--- config.mk ---
export PLATFORM = sky130hd
export DESIGN_NAME = bpm_mode_ctrl
export DESIGN_NICKNAME = d
export VERILOG_FILES = /design/src/logic/bpm_mode_ctrl.v
export VERILOG_INCLUDE_DIRS = /design/src /design/src/common
export SDC_FILE = /design/constraint.sdc
export NUM_CORES = 1
export LEC_CHECK = 0
export ABC_AREA = 1
export BUFFER_PORTS_ARGS = -buffer_cell sky130_fd_sc_hd__buf_2
export CORE_AREA = 2 2 113 115
export DETAILED_ROUTE_END_ITERATION = 10
export DIE_AREA = 0 0 115 117
export PLACE_DENSITY = 0.79
export SLEW_MARGIN = 40
export SYNTH_ARGS = -nofsm -noshare
export SYNTH_HDL_FRONTEND = slang
export SYNTH_SLANG_ARGS = --single-unit
--- constraint.sdc ---
create_clock -name sys_clk -period 2.19 [get_ports sys_clk]
set_input_delay 0.438 -clock sys_clk [delete_from_list [all_inputs] [get_ports sys_clk]]
set_output_delay 0.438 -clock sys_clk [all_outputs]
set_load 0.02 [all_outputs]
--- src/common/bpm_map.vh ---
// Constants for the battery pack mode controller: timing figures and encodings.
// Assumes a 250 MHz sys_clk; counts derive from times in their own units.
// Notes on behaviour
// Valid input means charge; otherwise hold-off low is boost, high is high-impedance.
// Boost to charge or back passes two seconds of all switches off.
// Base variant: boost enables after button held low over 100 ms; a charge-to-boost swap enters boost after its wait without a press.
// Flashlight variant: boost enables after button held low over 30 ms; a charge-to-boost swap enters boost after its wait without a press.
// Flashlight variant: press over 3 s while light off turns it on.
// Press held 3 s while light on turns the flashlight off.
// Flashlight locked out by supply flag with 3.3 V / 2.9 V hysteresis.
// Output undervoltage turns input path off, retry after two seconds.
// Charge mode: input path on, converter switches run as step-down charger.
// Boost mode: converter steps up to 5 V, input path off, reverse blocked.
// High-impedance mode holds all three power switches off.
// Charge cycle starts in precondition, moves on at precondition threshold.
// Precondition current target is 10 percent of fast charge current.
// Fast charge is constant current until termination, then constant-voltage top-off.
// Top-off ends at current below 15 percent, entering end of charge.
// End of charge stops charging but keeps watching battery voltage.
// Battery 200 mV below termination restarts charging in constant current.
// Flags and button synchronised; intervals counted in clock cycles as parameters.
// Early release restarts a button timer; one hold fires one action.
`ifndef BPM_MAP_VH
`define BPM_MAP_VH
`define BPM_CLK_MHZ 250
`define BPM_TRAN_MS 2000
`define BPM_HICCUP_MS 2000
`define BPM_PB_BASE_MS 100
`define BPM_PB_FL_MS 30
`define BPM_FL_MS 3000
`define BPM_MS_CYC(ms) ((ms) * 1000 * `BPM_CLK_MHZ)
`define BPM_MODE_HZ 2'h0
`define BPM_MODE_CHG 2'h1
`define BPM_MODE_BST 2'h2
`define BPM_CHG_PRE 3'h0
`define BPM_CHG_FAST 3'h1
`define BPM_CHG_TOP 3'h2
`define BPM_CHG_EOC 3'h3
`define BPM_CHG_IDLE 3'h4
`define BPM_ITGT_OFF 2'h0
`define BPM_ITGT_10PCT 2'h1
`define BPM_ITGT_FULL 2'h2
`define BPM_ITGT_CV 2'h3
`endif

--- src/logic/bpm_mode_ctrl.v ---
// Mode, push-button, hiccup and charge-state control of a single-cell battery pack manager.
// Assumes comparator flags arrive as levels from the analog stage; all are resynchronised here.
`timescale 1ns/10ps
`include "bpm_map.vh"

module bpm_sync (
  input wire clk,
  input wire rst_n,
  input wire d,
  output reg q
);
  reg meta_r;
  always @(posedge clk or negedge rst_n) begin
    if (!rst_n) begin
      meta_r <= 1'b0;
      q <= 1'b0;
    end else begin
      meta_r <= d;
      q <= meta_r;
    end
  end
endmodule // bpm_sync

module bpm_mode_ctrl #(
  parameter FLASH_VARIANT = 0,
  parameter [31:0] TRAN_CYC = `BPM_MS_CYC(`BPM_TRAN_MS),
  parameter [31:0] HICCUP_CYC = `BPM_MS_CYC(`BPM_HICCUP_MS),
  parameter [31:0] PB_BASE_CYC = `BPM_MS_CYC(`BPM_PB_BASE_MS),
  parameter [31:0] PB_FL_CYC = `BPM_MS_CYC(`BPM_PB_FL_MS),
  parameter [31:0] FL_CYC = `BPM_MS_CYC(`BPM_FL_MS)
) (
  input wire sys_clk,
  input wire rst_n,
  input wire hold_off_pin,
  input wire push_button_input_n,
  input wire input_valid,
  input wire bat_above_precond,
  input wire bat_at_term,
  input wire bat_below_recharge,
  input wire chg_below_eoc,
  input wire out_undervoltage,
  input wire supply_above_rise,
  input wire supply_above_fall,
  output reg input_path_switch_en_r,
  output reg converter_en_r,
  output reg converter_step_up_r,
  output reg reverse_block_r,
  output reg flashlight_drive_r,
  output reg [1:0] mode_r,
  output reg [2:0] charge_state_r,
  output reg [1:0] charge_current_set_r,
  output reg low_supply_lockout_r
);
  wire hz_s, pb_n_s, vin_s, pre_s, term_s, rech_s, eoc_s, uv_s, rise_s, fall_s;

  // Every asynchronous flag and the button pass through two flops
  bpm_sync u_s0 (.clk(sys_clk), .rst_n(rst_n), .d(hold_off_pin), .q(hz_s));
  bpm_sync u_s1 (.clk(sys_clk), .rst_n(rst_n), .d(push_button_input_n), .q(pb_n_s));
  bpm_sync u_s2 (.clk(sys_clk), .rst_n(rst_n), .d(input_valid), .q(vin_s));
  bpm_sync u_s3 (.clk(sys_clk), .rst_n(rst_n), .d(bat_above_precond), .q(pre_s));
  bpm_sync u_s4 (.clk(sys_clk), .rst_n(rst_n), .d(bat_at_term), .q(term_s));
  bpm_sync u_s5 (.clk(sys_clk), .rst_n(rst_n), .d(bat_below_recharge), .q(rech_s));
  bpm_sync u_s6 (.clk(sys_clk), .rst_n(rst_n), .d(chg_below_eoc), .q(eoc_s));
  bpm_sync u_s7 (.clk(sys_clk), .rst_n(rst_n), .d(out_undervoltage), .q(uv_s));
  bpm_sync u_s8 (.clk(sys_clk), .rst_n(rst_n), .d(supply_above_rise), .q(rise_s));
  bpm_sync u_s9 (.clk(sys_clk), .rst_n(rst_n), .d(supply_above_fall), .q(fall_s));

  localparam [31:0] PB_ON_CYC = (FLASH_VARIANT != 0) ? PB_FL_CYC : PB_BASE_CYC;

  // Mode request from hold-off pin and input validity
  wire [1:0] want_mode = vin_s ? `BPM_MODE_CHG : (hz_s ? `BPM_MODE_HZ : `BPM_MODE_BST);

  reg [31:0] tran_cnt_r;
  reg tran_busy_r;
  reg [1:0] last_active_r;
  reg boost_armed_r;
  reg [31:0] pb_cnt_r;
  reg pb_fired_on_r;
  reg pb_fired_fl_r;
  reg hiccup_r;
  reg [31:0] hic_cnt_r;

  wire pb_low = ~pb_n_s;
  wire boost_ok = boost_armed_r;

  // Push-button timer; restarts when released, each hold acts once
  always @(posedge sys_clk or negedge rst_n) begin
    if (!rst_n) begin
      pb_cnt_r <= 32'h0;
      pb_fired_on_r <= 1'b0;
      pb_fired_fl_r <= 1'b0;
    end else if (!pb_low) begin
      pb_cnt_r <= 32'h0;
      pb_fired_on_r <= 1'b0;
      pb_fired_fl_r <= 1'b0;
    end else begin
      if (pb_cnt_r != 32'hffffffff)
        pb_cnt_r <= pb_cnt_r + 32'h1;
      if (pb_cnt_r > PB_ON_CYC)
        pb_fired_on_r <= 1'b1;
      if (pb_cnt_r > FL_CYC)
        pb_fired_fl_r <= 1'b1;
    end
  end

  wire pb_on_evt = pb_low && !pb_fired_on_r && (pb_cnt_r > PB_ON_CYC);
  wire pb_fl_evt = pb_low && !pb_fired_fl_r && (pb_cnt_r > FL_CYC);

  // Boost arms on a qualifying press while hold-off is low; drops when boost is not wanted
  always @(posedge sys_clk or negedge rst_n) begin
    if (!rst_n) begin
      boost_armed_r <= 1'b0;
    end else if (hz_s || vin_s) begin
      boost_armed_r <= 1'b0;
    end else if (pb_on_evt) begin
      boost_armed_r <= 1'b1;
    end
  end

  // Supply lockout with hysteresis: clears above rise point, sets below fall point
  always @(posedge sys_clk or negedge rst_n) begin
    if (!rst_n) begin
      low_supply_lockout_r <= 1'b1;
    end else if (!fall_s) begin
      low_supply_lockout_r <= 1'b1;
    end else if (rise_s) begin
      low_supply_lockout_r <= 1'b0;
    end
  end

  // Flashlight toggles on a 3 s hold, never while locked out
  always @(posedge sys_clk or negedge rst_n) begin
    if (!rst_n) begin
      flashlight_drive_r <= 1'b0;
    end else if (FLASH_VARIANT == 0 || low_supply_lockout_r) begin
      flashlight_drive_r <= 1'b0;
    end else if (pb_fl_evt) begin
      flashlight_drive_r <= ~flashlight_drive_r;
    end
  end

  // Mode sequencer: a direct boost-charge swap takes the high-impedance wait; a high-impedance request in between cancels it
  always @(posedge sys_clk or negedge rst_n) begin
    if (!rst_n) begin
      mode_r <= `BPM_MODE_HZ;
      last_active_r <= `BPM_MODE_HZ;
      tran_busy_r <= 1'b0;
      tran_cnt_r <= 32'h0;
    end else if (tran_busy_r) begin
      mode_r <= `BPM_MODE_HZ;
      if (want_mode == last_active_r || want_mode == `BPM_MODE_HZ) begin
        tran_busy_r <= 1'b0;
        tran_cnt_r <= 32'h0;
        last_active_r <= `BPM_MODE_HZ;
      end else if (tran_cnt_r >= TRAN_CYC - 32'h1) begin
        tran_busy_r <= 1'b0;
        tran_cnt_r <= 32'h0;
        mode_r <= want_mode;
        last_active_r <= want_mode;
      end else begin
        tran_cnt_r <= tran_cnt_r + 32'h1;
      end
    end else begin
      case (want_mode)
        `BPM_MODE_CHG: begin
          if (last_active_r == `BPM_MODE_BST) begin
            tran_busy_r <= 1'b1;
            mode_r <= `BPM_MODE_HZ;
          end else begin
            mode_r <= `BPM_MODE_CHG;
            last_active_r <= `BPM_MODE_CHG;
          end
        end
        `BPM_MODE_BST: begin
          if (last_active_r == `BPM_MODE_CHG) begin
            tran_busy_r <= 1'b1;
            mode_r <= `BPM_MODE_HZ;
          end else if (boost_ok) begin
            mode_r <= `BPM_MODE_BST;
            last_active_r <= `BPM_MODE_BST;
          end else begin
            mode_r <= `BPM_MODE_HZ;
          end
        end
        default: begin
          mode_r <= `BPM_MODE_HZ;
          last_active_r <= `BPM_MODE_HZ;
        end
      endcase
    end
  end

  // Hiccup: undervoltage in charge mode cuts input path for the retry time
  always @(posedge sys_clk or negedge rst_n) begin
    if (!rst_n) begin
      hiccup_r <= 1'b0;
      hic_cnt_r <= 32'h0;
    end else if (hiccup_r) begin
      if (hic_cnt_r >= HICCUP_CYC - 32'h1) begin
        hiccup_r <= 1'b0;
        hic_cnt_r <= 32'h0;
      end else begin
        hic_cnt_r <= hic_cnt_r + 32'h1;
      end
    end else if (uv_s && mode_r == `BPM_MODE_CHG) begin
      hiccup_r <= 1'b1;
      hic_cnt_r <= 32'h0;
    end
  end

  // Charge state machine, reset to precondition on each new charge entry
  reg [2:0] chg_nxt;
  always @* begin
    chg_nxt = charge_state_r;
    case (charge_state_r)
      `BPM_CHG_IDLE: chg_nxt = `BPM_CHG_PRE;
      `BPM_CHG_PRE: if (pre_s) chg_nxt = `BPM_CHG_FAST;
      `BPM_CHG_FAST: if (term_s) chg_nxt = `BPM_CHG_TOP;
      `BPM_CHG_TOP: if (eoc_s) chg_nxt = `BPM_CHG_EOC;
      `BPM_CHG_EOC: if (rech_s) chg_nxt = `BPM_CHG_FAST;
      default: chg_nxt = `BPM_CHG_IDLE;
    endcase
    if (mode_r != `BPM_MODE_CHG)
      chg_nxt = `BPM_CHG_IDLE;
  end

  always @(posedge sys_clk or negedge rst_n) begin
    if (!rst_n) begin
      charge_state_r <= `BPM_CHG_IDLE;
      charge_current_set_r <= `BPM_ITGT_OFF;
    end else begin
      charge_state_r <= chg_nxt;
      case (chg_nxt)
        `BPM_CHG_PRE: charge_current_set_r <= `BPM_ITGT_10PCT;
        `BPM_CHG_FAST: charge_current_set_r <= `BPM_ITGT_FULL;
        `BPM_CHG_TOP: charge_current_set_r <= `BPM_ITGT_CV;
        default: charge_current_set_r <= `BPM_ITGT_OFF;
      endcase
    end
  end

  // Switch drive per mode
  always @(posedge sys_clk or negedge rst_n) begin
    if (!rst_n) begin
      input_path_switch_en_r <= 1'b0;
      converter_en_r <= 1'b0;
      converter_step_up_r <= 1'b0;
      reverse_block_r <= 1'b0;
    end else begin
      case (mode_r)
        `BPM_MODE_CHG: begin
          input_path_switch_en_r <= !hiccup_r && !(uv_s);
          converter_en_r <= (chg_nxt != `BPM_CHG_EOC) && (chg_nxt != `BPM_CHG_IDLE);
          converter_step_up_r <= 1'b0;
          reverse_block_r <= 1'b0;
        end
        `BPM_MODE_BST: begin
          input_path_switch_en_r <= 1'b0;
          converter_en_r <= 1'b1;
          converter_step_up_r <= 1'b1;
          reverse_block_r <= 1'b1;
        end
        default: begin
          input_path_switch_en_r <= 1'b0;
          converter_en_r <= 1'b0;
          converter_step_up_r <= 1'b0;
          reverse_block_r <= 1'b0;
        end
      endcase
    end
  end
endmodule // bpm_mode_ctrl

==> run_results.csv <==
group,metric,value,unit
logic_synthesis,synth-edff-count,0,
layout,num_antenna_cells,0,
critical_path,cp_top_family,"simple AND/OR/NAND/NOR gates",
job,drv_cap,0,
critical_path,critPathMaxFanout,12,
pwr,pwr-share-seq,0.440,
clock_tree,clock_latency,430,ps
layout,syn_to_final_growth,12.0,%
global_route,busiest_layer,"met2",
sta,slew_viol_final,0,
place,hpwl,12.7,mm
critical_path,crit_slowest_cell,"dfrtp_1",
status,status,"finished, violations left",
floorplan,die_h,117,µm
detailed_routing,wl,17.8,mm
pwr,power.total,6.16,mW
logic_synthesis,synthCells,1035,
logic_synthesis,synthesis.area,7550,µm²
logic_synthesis,synth.avg_cell_area,7.29,µm²
critical_path,startpoint_type,"flop",
layout,fin_area,8450,µm²
layout,stdcell_count,1235,
pwr,switching_share,0.277,
clock_tree,cts_buffers,17,
global_route,overflow,0,
critical_path,path_class,"reg2reg",
critical_path,required,2500,ps
logic_synthesis,synthFlopType,"dfrtp_1",
clock_tree,path_clk_slew,60,ps
floorplan,initial_core_util,0.613,
clock_tree,cts_sinks,133,
place,port_buffers,23,
clock_tree,cts_max_path_buffers,2,
pwr,powerDensity,729,nW/µm²
detailed_routing,firstDrtPassIters,6,
global_route,grt_pass1_vias,6399,
floorplan,io_pins,25,
logic_synthesis,syn_nets,1053,
critical_path,critPathArrivalTime,2230,ps
sta,period_minus_slack,1920,ps
pwr,combPwrFrac,0.110,
layout,fin_nets,1090,
sta,rsz0062_at_grt,"no",
clock_tree,root_buffer,"clkbuf_16",
detailed_routing,avgViaCountPerCell,5.60,
global_route,grt_pass1_wl,29.9,mm
detailed_routing,drc,0,
detailed_routing,vias,6917,
logic_synthesis,async_reset_ff_frac,1.00,
sta,finClkSkew,7.37,ps
critical_path,crit_chain,"ha_1 -> nand3_1 -> inv_1 -> nand2_2 -> inv_2 -> nand2_1 -> nand3_1 -> nand2_1 -> nand2_4 -> buf_4 -> o21ai_0",
sta,fin_tns_setup,0,ps
floorplan,core,12300,µm²
floorplan,die_area,13500,µm²
sta,slew_headroom,0.623,
global_route,grt_max_degree,62,
pwr,leakage,3.86,nW
clock_tree,ctsHtreeMaxLevel,4,
critical_path,worstSetupEndpointType,"flop",
detailed_routing,wl_per_cell,14.4,µm
global_route,antenna_found_initial,0,
detailed_routing,postRouteAntennaNets,0,
pwr,ir_drop,0.674,mV
pwr,p_switching,1.71,mW
sta,fmax,522,MHz
clock_tree,postCtsHoldBufs,0,
place,gp_congestion,1.01,
logic_synthesis,ys_types,45,
critical_path,max_stage_delay,410,ps
sta,setup_violations,0,
logic_synthesis,yosys_warnings,0,
sta,tightest_slew,565,ps
pwr,pwr-share-clk,0.449,
place,dp_cells,1203,
global_route,grtUsageMet3,0.0633,
logic_synthesis,synth-seq-area-share,0.441,
place,dpl_cell_area,7870,µm²
floorplan,fp.dieW,115,µm
sta,hold_viol,19,
floorplan,rows,41,
global_route,met1_usage,0.381,
clock_tree,cts_tree,"yes",
detailed_routing,drt-initial-drc-count,721,
status,violations,"negative hold slack",
global_route,groute.usage.overall,0.283,
critical_path,cp_num_buf_inv,3,
sta,post-route-period-util,0.875,
global_route,met2_usage,0.442,
sta,hold_ws,-10.9,ps
logic_synthesis,synth-seq-cells,133,
worst_hold_path,hp-class,"in2async",
layout,drive_above_1_share,0.0968,
pwr,p_int,4.45,mW
## per-stage QoR
step | util | hold slack (ps) | setup WS, ps
final | 0.687 | -10.9 | 273
after global routing | 0.687 | 30.7 | 52.8
after CTS | 0.686 | 1.75 | 222
after detailed placement | 0.639 | 335 | 241
after global placement | 0.639 | 331 | 344
after floorplan | - | 142 | 559
## Yosys cell counts, types with 7 or more instances
cell type    n  area share
nand2_1    284        0.14
nor2_1     147       0.073
dfrtp_1    131        0.43
inv_1      120       0.060
nand3_1     90       0.060
nor3_1      35       0.023
xor2_1      31       0.036
o22ai_1     30       0.025
o21ai_0     27       0.018
nand4_1     21       0.017
a21oi_1     19       0.013
buf_2        8      0.0053
nor2_2       8      0.0066
o21ai_1      8      0.0053
clkbuf_1     7      0.0035
or2_2        7      0.0058
## power groups by stage
| stage | Combinational (mW) | Sequential, mW | Clock, mW |
|---|---|---|---|
| floorplan | 0.450 | 2.74 | 0 |
| global placement | 0.665 | 2.74 | 0 |
| detailed placement | 0.673 | 2.75 | 0 |
| CTS | 0.683 | 2.71 | 2.81 |
| global route | 0.767 | 2.73 | 2.93 |
| finish | 0.680 | 2.71 | 2.77 |
## flip-flops by register name, summed over array words and instances, names as in the netlist, 2 cells and up
name	count
charge_current_set_r	2
mode_r	2
tran_cnt_r	32
charge_state_r	3
last_active_r	2
hic_cnt_r	32
pb_cnt_r	32
## final cells by class
class                   count  area, µm²
well taps                 150        188
fillers                  1025       3860
repair buffers             41        269
clock inverters            12        123
multi-input cells         755       3620
clock buffers              20        457
flip-flops and latches    133       3330
inverters                 124        465
## cell usage in the layout, fill, tap and decap left out, drive strengths merged, types with 3 or more instances in the layout
master,n
nand2,288
nor2,156
dfrtp,131
inv,126
nand3,94
buf,41
nor3,38
o21ai,36
xor2,31
o22ai,30
nand4,21
clkbuf,20
a21oi,19
or2,7
clkinv,7
o31ai,6
ha,6
xnor2,4
nand3b,3
a21o,3
## final timing paths
kind                       slack, ps  cells after the start         startpoint              to
min in group sys_clk             110                      1  supply_above_rise     u_s8.meta_r
max in group asynchronous       1530                      2              rst_n  tran_cnt_r[18]
hold reg to reg                  350                      0        u_s5.meta_r          u_s5.q
setup reg to reg                 270                     11       hic_cnt_r[0]    hic_cnt_r[6]
hold / removal                   -10                      1              rst_n     pb_cnt_r[9]
setup / recovery                 270                     11       hic_cnt_r[0]    hic_cnt_r[6]
## cell families after synthesis
kind of cell,count (synthesis),synth area share
fa+ha+maj,6,0.00994
mux,1,0.00133
buf+inv,147,0.0799
flops,133,0.441
xor+xnor,35,0.0406
compound gates,100,0.0764
simple gates,612,0.350
other cells,1,0.000497
## what timing repair did
action | in CTS | in global routing
setup buffers | 0 | 0
setup endpoints to repair | 0 | 1
resized for setup | 0 | 1
## routing by layer
layer	part of all wire	vias to the layer above
met5	0	-
met4	0.031	0
met3	0.061	60
met2	0.46	255
met1	0.45	3192
li1	-	3410
Power figures use the tool's default switching activity.
